`config.mk`:
```
export PLATFORM = sky130hd
export DESIGN_NAME = ppfs_top
export DESIGN_NICKNAME = d
export VERILOG_FILES = /design/src/rtl/ppfs_pkg.sv /design/src/rtl/ppfs_sync.sv /design/src/rtl/ppfs_route.sv /design/src/rtl/ppfs_top.sv
export SDC_FILE = /design/constraint.sdc
export NUM_CORES = 1
export LEC_CHECK = 0
export ABC_AREA = 1
export BUFFER_PORTS_ARGS = -buffer_cell sky130_fd_sc_hd__buf_2
export CORE_ASPECT_RATIO = 1.25
export CORE_MARGIN = 5
export CORE_UTILIZATION = 53
export CTS_CLUSTER_SIZE = 20
export DETAILED_ROUTE_END_ITERATION = 8
export PLACE_DENSITY = 0.82
export SLEW_MARGIN = 20
export SYNTH_ARGS = -nofsm -noshare
export SYNTH_HDL_FRONTEND = slang
export SYNTH_SLANG_ARGS = --single-unit
```
`constraint.sdc`:
```
create_clock -name clk_i -period 3.5 [get_ports clk_i]
set_input_delay 0.7 -clock clk_i [delete_from_list [all_inputs] [get_ports clk_i]]
set_output_delay 0.7 -clock clk_i [all_outputs]
set_load 0.01 [all_outputs]
```
`src/rtl/ppfs_pkg.sv`:
```
// package: register map, field layout and routing codes of the pin function block
package ppfs_pkg;

    // register byte addresses on the wishbone slave
    localparam logic [4:0] ADDR_DRIVE    = 5'h00;
    localparam logic [4:0] ADDR_SEL_LOW  = 5'h04;
    localparam logic [4:0] ADDR_SEL_HIGH = 5'h08;
    localparam logic [4:0] ADDR_IN_ROUTE = 5'h0c;
    localparam logic [4:0] ADDR_DIR_A    = 5'h10;
    localparam logic [4:0] ADDR_PIN_A    = 5'h14;

    // values after reset
    localparam logic [7:0] RST_DRIVE = 8'h00;
    localparam logic [7:0] RST_SEL   = 8'h00;
    localparam logic [7:0] RST_ROUTE = 8'h00;
    localparam logic [7:0] RST_DIR   = 8'hff;
    localparam logic [7:0] RST_DOUT  = 8'h00;

    // writable bits of the drive, high selector and route registers; the rest read as zero
    localparam logic [7:0] MASK_DRIVE   = 8'h3f;
    localparam logic [7:0] MASK_SEL_HI  = 8'hc3;
    localparam logic [7:0] MASK_ROUTE   = 8'h1f;

    // field positions (low bit of each 2-bit field)
    localparam int UPPER_DRIVE_LSB = 4;
    localparam int LOWER_DRIVE_LSB = 2;
    localparam int PIN3_LSB = 6;
    localparam int PIN2_LSB = 4;
    localparam int PIN1_LSB = 2;
    localparam int PIN0_LSB = 0;
    localparam int PIN7_LSB = 6;
    localparam int PIN4_LSB = 0;

    // selector codes
    localparam logic [1:0] SEL_00 = 2'h0;
    localparam logic [1:0] SEL_01 = 2'h1;
    localparam logic [1:0] SEL_10 = 2'h2;
    localparam logic [1:0] SEL_11 = 2'h3;

    // what a port A pin carries
    typedef enum logic [2:0] {
        PPFS_GPIO     = 3'h0,
        PPFS_SPI_CS   = 3'h1,
        PPFS_UART_TX  = 3'h2,
        PPFS_SER_CLK  = 3'h3,
        PPFS_TMR_OUT  = 3'h4,
        PPFS_SER_DATA = 3'h5,
        PPFS_UART_1W  = 3'h6,
        PPFS_TMR_OUTN = 3'h7
    } ppfs_func_t;

    // outputs that peripherals drive onto pins
    typedef struct packed {
        logic spi_cs_n;
        logic spi_sck;
        logic spi_sdo;
        logic ser_data;
        logic uart_tx;
        logic tmr_out;
    } ppfs_periph_out_t;

    // pin-side view of port A
    typedef struct packed {
        logic [7:0] out;
        logic [7:0] oe;
    } ppfs_pad_t;

endpackage : ppfs_pkg

```
`src/rtl/ppfs_sync.sv`:
```
// two flip-flop synchroniser for port A pad inputs
`timescale 1ns/10ps
module ppfs_sync (
    input  wire logic       clk_i,   // system clock
    input  wire logic       rst_i,   // synchronous reset
    input  wire logic [7:0] d_i,     // asynchronous pad levels
    output logic      [7:0] q_o      // synchronised levels
);
    logic [7:0] meta_q;

    // first stage is read only by the second stage
    always_ff @(posedge clk_i) begin
        if (rst_i) begin
            meta_q <= 8'h00;
            q_o    <= 8'h00;
        end else begin
            meta_q <= d_i;
            q_o    <= meta_q;
        end
    end
endmodule : ppfs_sync

```
`src/rtl/ppfs_route.sv`:
```
// combinational decode of port A selectors into pad and peripheral routing
`timescale 1ns/10ps
module ppfs_route (
    input  wire logic [7:0]                sel_low_i,  // low selector
    input  wire logic [7:0]                sel_high_i, // high selector
    input  wire logic [7:0]                dir_i,      // 1 = input
    input  wire logic [7:0]                dout_i,     // gpio out latch
    input  wire ppfs_pkg::ppfs_periph_out_t per_i,     // peripheral outputs
    output ppfs_pkg::ppfs_pad_t            pad_o       // pad drive
);
    // a code decoded to a function per pin
    function automatic ppfs_pkg::ppfs_func_t f(input logic [1:0] c,
        input ppfs_pkg::ppfs_func_t f1, input ppfs_pkg::ppfs_func_t f2,
        input ppfs_pkg::ppfs_func_t f3);
        case (c)
            ppfs_pkg::SEL_01: f = f1;
            ppfs_pkg::SEL_10: f = f2;
            ppfs_pkg::SEL_11: f = f3;
            default:          f = ppfs_pkg::PPFS_GPIO;
        endcase
    endfunction : f

    ppfs_pkg::ppfs_func_t fn [8];

    // pins 5 and 6 have no selector and stay general i/o
    always_comb begin
        fn[0] = f(sel_low_i[1:0], ppfs_pkg::PPFS_SER_DATA,
                  ppfs_pkg::PPFS_GPIO, ppfs_pkg::PPFS_GPIO);
        fn[1] = f(sel_low_i[3:2], ppfs_pkg::PPFS_TMR_OUT,
                  ppfs_pkg::PPFS_SER_DATA, ppfs_pkg::PPFS_UART_1W);
        fn[2] = f(sel_low_i[5:4], ppfs_pkg::PPFS_SER_CLK,
                  ppfs_pkg::PPFS_GPIO, ppfs_pkg::PPFS_GPIO);
        fn[3] = f(sel_low_i[7:6], ppfs_pkg::PPFS_SPI_CS,
                  ppfs_pkg::PPFS_UART_TX, ppfs_pkg::PPFS_GPIO);
        fn[4] = f(sel_high_i[1:0], ppfs_pkg::PPFS_SER_DATA,
                  ppfs_pkg::PPFS_UART_TX, ppfs_pkg::PPFS_GPIO);
        fn[5] = ppfs_pkg::PPFS_GPIO;
        fn[6] = ppfs_pkg::PPFS_GPIO;
        fn[7] = f(sel_high_i[7:6], ppfs_pkg::PPFS_TMR_OUTN,
                  ppfs_pkg::PPFS_SER_CLK, ppfs_pkg::PPFS_UART_1W);
        // pin 1 code 10 is spi data out, not the shared data line
        pad_o.out = 8'h00;
        pad_o.oe  = 8'h00;
        for (int i = 0; i < 8; i++) begin
            case (fn[i])
                ppfs_pkg::PPFS_SPI_CS:   pad_o.out[i] = per_i.spi_cs_n;
                ppfs_pkg::PPFS_UART_TX:  pad_o.out[i] = per_i.uart_tx;
                ppfs_pkg::PPFS_SER_CLK:  pad_o.out[i] = per_i.spi_sck;
                ppfs_pkg::PPFS_TMR_OUT:  pad_o.out[i] = per_i.tmr_out;
                ppfs_pkg::PPFS_TMR_OUTN: pad_o.out[i] = ~per_i.tmr_out;
                ppfs_pkg::PPFS_SER_DATA: pad_o.out[i] = (i == 1) ?
                                         per_i.spi_sdo : per_i.ser_data;
                ppfs_pkg::PPFS_UART_1W:  pad_o.out[i] = per_i.uart_tx;
                default:                 pad_o.out[i] = dout_i[i];
            endcase
            // gpio drives only when the direction bit is zero
            if (fn[i] == ppfs_pkg::PPFS_GPIO)
                pad_o.oe[i] = ~dir_i[i];
            else if (fn[i] == ppfs_pkg::PPFS_SER_DATA && i != 1)
                pad_o.oe[i] = 1'b0;
            else
                pad_o.oe[i] = 1'b1;
        end
    end
endmodule : ppfs_route

```
`src/rtl/ppfs_top.sv`:
```
// pin function select block: wishbone registers, port a routing, drive levels
// Summary of operation
// - bits 5:4 of drive register set PD7..PD4 source level, 00 min 11 max
// - bits 3:2 of drive register set PD3..PD0 source level 0..3
// - software-written selectors choose each shared pin's function
// - input route register holds five routing fields in bits 4:0
// - PA3 code 01 slave select, 10 uart transmit, else gpio with clock in
// - PA2 code 01 serial clock, else gpio
// - PA1 codes: gpio, timer out, spi data out, uart single wire
// - PA0 code 01 serial data in, else gpio
// - PA7 codes: gpio, inverted timer out, serial clock, uart
// - high selector bits 5:2 ignore writes and read zero
// - PA4 code 01 serial data, 10 uart transmit, else gpio with inputs
// - direction bit one makes pin input, zero makes cmos output
//
// The Wishbone slave port and the register addresses were chosen for this implementation.
`timescale 1ns/10ps
module ppfs_top (
    input  wire logic        clk_i,        // 250 MHz system clock
    input  wire logic        rst_i,        // synchronous reset, high
    input  wire logic        wb_cyc_i,     // wishbone cycle
    input  wire logic        wb_stb_i,     // wishbone strobe
    input  wire logic        wb_we_i,      // wishbone write
    input  wire logic [4:0]  wb_adr_i,     // wishbone byte address
    input  wire logic [3:0]  wb_sel_i,     // wishbone byte enables
    input  wire logic [31:0] wb_dat_i,     // wishbone write data
    output logic      [31:0] wb_dat_o,     // wishbone read data
    output logic             wb_ack_o,     // wishbone acknowledge
    output logic             wb_err_o,     // unmapped address
    input  wire logic [7:0]  pa_pad_i,     // port a pad levels
    output logic      [7:0]  pa_pad_o,     // port a pad outputs
    output logic      [7:0]  pa_pad_oe_o,  // port a output enables
    input  wire ppfs_pkg::ppfs_periph_out_t per_i, // peripheral outputs
    output logic             spi_sdi_o,    // serial data into spi/i2c
    output logic             spi_sck_o,    // serial clock into spi/i2c
    output logic             uart_rx_o,    // uart receive input
    output logic             tmr_cap_o,    // timer capture input
    output logic             tmr_clk_o,    // timer clock input
    output logic             ext_int_o,    // external interrupt input
    output logic [1:0]       upper_group_drive_field_o, // PD7..PD4 level
    output logic [1:0]       lower_group_drive_field_o, // PD3..PD0 level
    output logic [4:0]       input_route_o // route fields to peripherals
);

    ////////////////////////////////////////////////////////////////////////
    // registers

    logic [7:0] port_d_drive_level_q;
    logic [7:0] port_a_func_sel_low_q;
    logic [7:0] port_a_func_sel_high_q;
    logic [7:0] input_route_register_q;
    logic [7:0] port_direction_register_q;
    logic [7:0] port_a_dout_q;
    logic [7:0] pa_sync;
    ppfs_pkg::ppfs_pad_t pad;
    logic       req;
    logic       wr_stb;
    logic       hit;
    logic [7:0] wbyte;
    logic [7:0] rd_d;

    // byte 0 write data, masked by its lane enable
    function automatic logic [7:0] merge(input logic [7:0] old,
        input logic [7:0] nw, input logic en, input logic [7:0] msk);
        merge = en ? (nw & msk) : old;
    endfunction : merge

    // new request is one not yet acknowledged; ack drops in the next cycle
    assign req    = wb_cyc_i & wb_stb_i & ~wb_ack_o & ~wb_err_o;
    assign wbyte  = wb_dat_i[7:0];
    assign hit    = (wb_adr_i == ppfs_pkg::ADDR_DRIVE)    |
                    (wb_adr_i == ppfs_pkg::ADDR_SEL_LOW)  |
                    (wb_adr_i == ppfs_pkg::ADDR_SEL_HIGH) |
                    (wb_adr_i == ppfs_pkg::ADDR_IN_ROUTE) |
                    (wb_adr_i == ppfs_pkg::ADDR_DIR_A)    |
                    (wb_adr_i == ppfs_pkg::ADDR_PIN_A);
    assign wr_stb = req & wb_we_i & hit;

    ////////////////////////////////////////////////////////////////////////
    // bus handshake: one-cycle answer, error for unmapped addresses

    always_ff @(posedge clk_i) begin
        if (rst_i) begin
            wb_ack_o <= 1'b0;
            wb_err_o <= 1'b0;
        end else begin
            wb_ack_o <= req & hit;
            wb_err_o <= req & ~hit;
        end
    end

    // drive register, unimplemented top bits held at zero
    always_ff @(posedge clk_i) begin
        if (rst_i)
            port_d_drive_level_q <= ppfs_pkg::RST_DRIVE;
        else if (wr_stb && wb_adr_i == ppfs_pkg::ADDR_DRIVE)
            port_d_drive_level_q <= merge(port_d_drive_level_q, wbyte,
                wb_sel_i[0], ppfs_pkg::MASK_DRIVE);
    end

    // port a selectors; the high one drops writes to bits 5:2
    always_ff @(posedge clk_i) begin
        if (rst_i) begin
            port_a_func_sel_low_q  <= ppfs_pkg::RST_SEL;
            port_a_func_sel_high_q <= ppfs_pkg::RST_SEL;
        end else if (wr_stb) begin
            if (wb_adr_i == ppfs_pkg::ADDR_SEL_LOW)
                port_a_func_sel_low_q <= merge(port_a_func_sel_low_q,
                    wbyte, wb_sel_i[0], 8'hff);
            if (wb_adr_i == ppfs_pkg::ADDR_SEL_HIGH)
                port_a_func_sel_high_q <= merge(port_a_func_sel_high_q,
                    wbyte, wb_sel_i[0], ppfs_pkg::MASK_SEL_HI);
        end
    end

    // input route register, bits 7:5 unused
    always_ff @(posedge clk_i) begin
        if (rst_i)
            input_route_register_q <= ppfs_pkg::RST_ROUTE;
        else if (wr_stb && wb_adr_i == ppfs_pkg::ADDR_IN_ROUTE)
            input_route_register_q <= merge(input_route_register_q, wbyte,
                wb_sel_i[0], ppfs_pkg::MASK_ROUTE);
    end

    // direction and output latch; direction resets to all inputs
    always_ff @(posedge clk_i) begin
        if (rst_i) begin
            port_direction_register_q <= ppfs_pkg::RST_DIR;
            port_a_dout_q             <= ppfs_pkg::RST_DOUT;
        end else if (wr_stb) begin
            if (wb_adr_i == ppfs_pkg::ADDR_DIR_A)
                port_direction_register_q <= merge(port_direction_register_q,
                    wbyte, wb_sel_i[0], 8'hff);
            if (wb_adr_i == ppfs_pkg::ADDR_PIN_A)
                port_a_dout_q <= merge(port_a_dout_q, wbyte,
                    wb_sel_i[0], 8'hff);
        end
    end

    // read mux; pin register shows pad level for inputs, latch for outputs
    always_comb begin
        rd_d = 8'h00;
        case (wb_adr_i)
            ppfs_pkg::ADDR_DRIVE:    rd_d = port_d_drive_level_q;
            ppfs_pkg::ADDR_SEL_LOW:  rd_d = port_a_func_sel_low_q;
            ppfs_pkg::ADDR_SEL_HIGH: rd_d = port_a_func_sel_high_q;
            ppfs_pkg::ADDR_IN_ROUTE: rd_d = input_route_register_q;
            ppfs_pkg::ADDR_DIR_A:    rd_d = port_direction_register_q;
            ppfs_pkg::ADDR_PIN_A:    rd_d = (pa_sync &
                                      port_direction_register_q) |
                                     (port_a_dout_q &
                                      ~port_direction_register_q);
            default:                 rd_d = 8'h00;
        endcase
    end

    always_ff @(posedge clk_i) begin
        if (rst_i)
            wb_dat_o <= 32'h0000_0000;
        else if (req)
            wb_dat_o <= {24'h00_0000, rd_d};
    end

    ////////////////////////////////////////////////////////////////////////
    // pad input synchroniser and routing decode

    ppfs_sync u_sync (
        .clk_i (clk_i),
        .rst_i (rst_i),
        .d_i   (pa_pad_i),
        .q_o   (pa_sync)
    );

    ppfs_route u_route (
        .sel_low_i  (port_a_func_sel_low_q),
        .sel_high_i (port_a_func_sel_high_q),
        .dir_i      (port_direction_register_q),
        .dout_i     (port_a_dout_q),
        .per_i      (per_i),
        .pad_o      (pad)
    );

    // registered pad drive: one cycle of latency traded for clean outputs
    always_ff @(posedge clk_i) begin
        if (rst_i) begin
            pa_pad_o    <= 8'h00;
            pa_pad_oe_o <= 8'h00;
        end else begin
            pa_pad_o    <= pad.out;
            pa_pad_oe_o <= pad.oe;
        end
    end

    ////////////////////////////////////////////////////////////////////////
    // peripheral inputs taken from pads; serial data, serial clock and uart receive per input route register bits
    // gpio-shared inputs are passed always; software must set the pin
    // as input, otherwise the pad only echoes its own output

    always_ff @(posedge clk_i) begin
        if (rst_i) begin
            spi_sdi_o <= 1'b0;
            spi_sck_o <= 1'b0;
            uart_rx_o <= 1'b0;
            tmr_cap_o <= 1'b0;
            tmr_clk_o <= 1'b0;
            ext_int_o <= 1'b0;
        end else begin
            // serial data in: PA4 when its route bit is set, else PA0
            spi_sdi_o <= input_route_register_q[4] ? pa_sync[4] : pa_sync[0];
            // serial clock in: PA7 when route bit set, else PA2
            spi_sck_o <= input_route_register_q[3] ? pa_sync[7] : pa_sync[2];
            // uart receive: PA7 when route bit set, else PA1
            uart_rx_o <= input_route_register_q[2] ? pa_sync[7] : pa_sync[1];
            tmr_cap_o <= pa_sync[4];
            tmr_clk_o <= pa_sync[3];
            ext_int_o <= pa_sync[4];
        end
    end

    // drive fields and route fields out to pads and peripherals
    always_ff @(posedge clk_i) begin
        if (rst_i) begin
            upper_group_drive_field_o <= 2'h0;
            lower_group_drive_field_o <= 2'h0;
            input_route_o             <= 5'h00;
        end else begin
            upper_group_drive_field_o <= port_d_drive_level_q[
                ppfs_pkg::UPPER_DRIVE_LSB +: 2];
            lower_group_drive_field_o <= port_d_drive_level_q[
                ppfs_pkg::LOWER_DRIVE_LSB +: 2];
            input_route_o <= input_route_register_q[4:0];
        end
    end

endmodule : ppfs_top

```
==> out/qor.yml <==
status:
  status: "complete, no violations"
power:
  power_leakage_nw: 2.35
  ir_drop_mv: 0.189
  finalPower_mw: 1.88
  p_per_area_nw_per_um2: 412
setup_path:
  path_buf_inv: 1
  slowest_stage: "nand3_1"
  cp-startpoint: "wb_adr_i[1]"
  arrival_ns: 2.27
  cp_max_fo: 15
  cp-endpoint: "port_a_dout_q[6]"
  worstSetupPathDepth: 6
  cpMostUsedCell: "nor2_4"
  cpPeakStageDelay_ns: 0.50
  rr_endpoint: "port_direction_register_q[4]"
  path_cells: "buf_2 > nor2_4 > nand3_1 > nor2_4 > o21ai_0 > nor2_1"
  reg2reg_slack_ns: 1.55
  critical_path.endpoint_type: "flip-flop"
  reg2reg_from: "wb_ack_o"
  reg2reg_depth: 8
  cp-start-kind: "primary input"
  critPathKind: "in -> reg"
  path_delay_family: "simple AND/OR/NAND/NOR gates"
  worstPathRequired_ns: 3.81
timing:
  clock_skew_ns: 0.0132
  finalCritPeriodShare: 0.561
  rsz0062_at_grt: "no"
  slew_headroom: 0.604
  tightest_slew_ns: 0.592
  finalHoldViolations: 0
  finalSetupViolCount: 0
  fmax_ghz: 0.509
  slew_viol_final: 0
  fin_crit_ns: 1.96
  worst_hold_slack_ns: 0.408
  setup_tns_ns: 0
routing:
  drc_errors: 0
  wire_per_inst_um: 13.8
  vias: 3593
  ant_nets: 0
  drtIter0Drc: 246
  dr_wl_met2_mm: 4.94
  dr.pass1.iters: 5
  wirelength_mm: 9.88
  met1Wirelength_mm: 3.95
  routed.top_layer: "met4"
  avgViaCountPerCell: 5.04
  wl_met3_um: 571
cts:
  cts_buffers: 9
  insertion_delay_ns: 0.37
  root_buffer: "clkbuf_8"
  hold_buffers: 0
  postCtsSetupRepairBufs: 0
  cts-resized-gates: 0
  cts_buffer_depth: 2
  h-tree-depth: 3
  clock_sinks: 95
  clk_pin_slew_ns: 0.10
  tritoncts: "built"
floorplan:
  initial_utilization: 0.549
  die-area_um2: 9580
  ios: 125
  fp.coreArea_um2: 7440
  die_w_um: 88.6
  rows: 35
  fp.dieH_um: 108
synth:
  synth_most_common_cell: "nand2_1"
  synth_area_per_cell_um2: 7.43
  synth_seq_cells: 95
  syn-instance-count: 550
  ys_top_cells_by_area: "dfxtp_1 47%, nand2_1 10%, nor2_1 8.4%"
  synth_edf_count: 0
  async_flop_share: 0
  synth_commonest_cells: "114 x nand2_1, 95 x dfxtp_1, 91 x nor2_1"
  ys.flop_type: "dfxtp_1"
  synth_largest_area_cell: "dfxtp_1"
  synth_area_um2: 4090
  ys.warnings.count: 0
  synth_cell_types: 31
  yosys.area.top_type_share: 0.465
  ys_seq_area_frac: 0.465
layout:
  drive_gt1_frac: 0.184
  nFillCells: 687
  syn_to_final_growth_pct: 11.8
  diodes: 0
  regArea_um2: 1900
  nets: 685
  multi_input_area_um2: 1740
placed_design:
  port_buffers: 73
  place_hpwl_mm: 7.32
  place_congestion: 0.875
global_route:
  grt_pass1_wl_mm: 16.3
  antenna_found_initial: 0
  grt_usage: 0.219
  grt_max_degree: 53
  grt_pass1_vias: 3482
  overflow: 0
run:
  maxCapViolations: 0
hold_path:
  worstHoldPathType: "reg -> reg"
## cells by family (layout without fill, tap and decap cells)
logic type | count (synthesis) | count (layout) | share of synthesized area
simple gates | 276 | 276 | 0.297
buf+inv | 109 | 157 | 0.131
flops | 95 | 95 | 0.465
compound gates | 60 | 60 | 0.0793
fa+ha+maj | 9 | 9 | 0.0275
other cells | 1 | 24 | 0.000917
## final cells by class
| class | instances | area share |
|---|---|---|
| clock inverter | 7 | 0.0134 |
| clock buffer | 9 | 0.0271 |
| timing repair buffer | 75 | 0.0832 |
| inverter | 66 | 0.0542 |
| multi-input combinational | 369 | 0.381 |
| tap | 92 | 0.0252 |
| sequential | 95 | 0.416 |
## where the power goes
group	total (mW)	leakage [nW]	internal (mW)	switching, mW
registers	1.10	0.769	1.09	0.00492
logic	0.107	1.49	0.0295	0.0779
clock network	0.677	0.0888	0.272	0.406
total	1.88	2.35	1.39	0.489
## worst min-delay path by stage
| stage | start | endpoint | cells past startpoint |
|---|---|---|---|
| final | u_sync.meta_q[3] | u_sync.q_o[3] | 2 |
| after global routing | u_sync.meta_q[3] | u_sync.q_o[3] | 2 |
| after CTS | u_sync.meta_q[3] | u_sync.q_o[3] | 2 |
| after detailed placement | u_sync.meta_q[3] | u_sync.q_o[3] | 2 |
| after global placement | u_sync.meta_q[4] | u_sync.q_o[4] | 2 |
| after floorplan | u_sync.meta_q[0] | u_sync.q_o[0] | 2 |
## flip-flops by register name, summed over array words and instances, names as in the netlist, 2 cells and up
register	count
input_route_o	5
u_sync.q_o	8
pa_pad_oe_o	8
wb_dat_o	8
input_route_register_q	5
pa_pad_o	8
port_direction_register_q	8
lower_group_drive_field_o	2
port_a_dout_q	8
upper_group_drive_field_o	2
u_sync.meta_q	8
port_a_func_sel_low_q	8
port_a_func_sel_high_q	4
port_d_drive_level_q	6
## placed cells by master, fill, tap and decap left out, drive strengths merged
master and count:
buf 75, nand4 9, dfxtp 95, nor2 103
o21ai 39, inv 70, a221oi 1, clkbuf 9
clkinvlp 2, a31oi 2, ha 9, nand2 118
nor3 19, a21oi 16, clkinv 1, nor3b 1
conb 24, nand3 26, a41oi 1, o211ai 1
## per-stage QoR
step / area [um2] / utilization / worst slack [ns] / std cells
2_1_floorplan: 4180 / - / 1.77 / 573
3_3_place_gp: 4380 / 0.589 / 1.22 / 697
3_5_place_dp: 4380 / 0.589 / 1.17 / 697
4_1_cts: 4570 / 0.614 / 1.54 / 713
5_1_grt: 4570 / 0.614 / 1.31 / 713
6_report: 4570 / 0.614 / 1.54 / 713
## per-layer routing
metal,track usage,vias to the layer above
li1,-,1800
met1,0.259,1618
met2,0.370,143
met3,0.0434,32
met4,0.114,0
met5,0,-
## worst min-delay path, cell delays in order (launching register included)
cell     delay, ns
dfxtp_1       0.31
inv_1         0.04
nor2_1        0.03
Note: power is estimated with default switching activity, not from simulation.
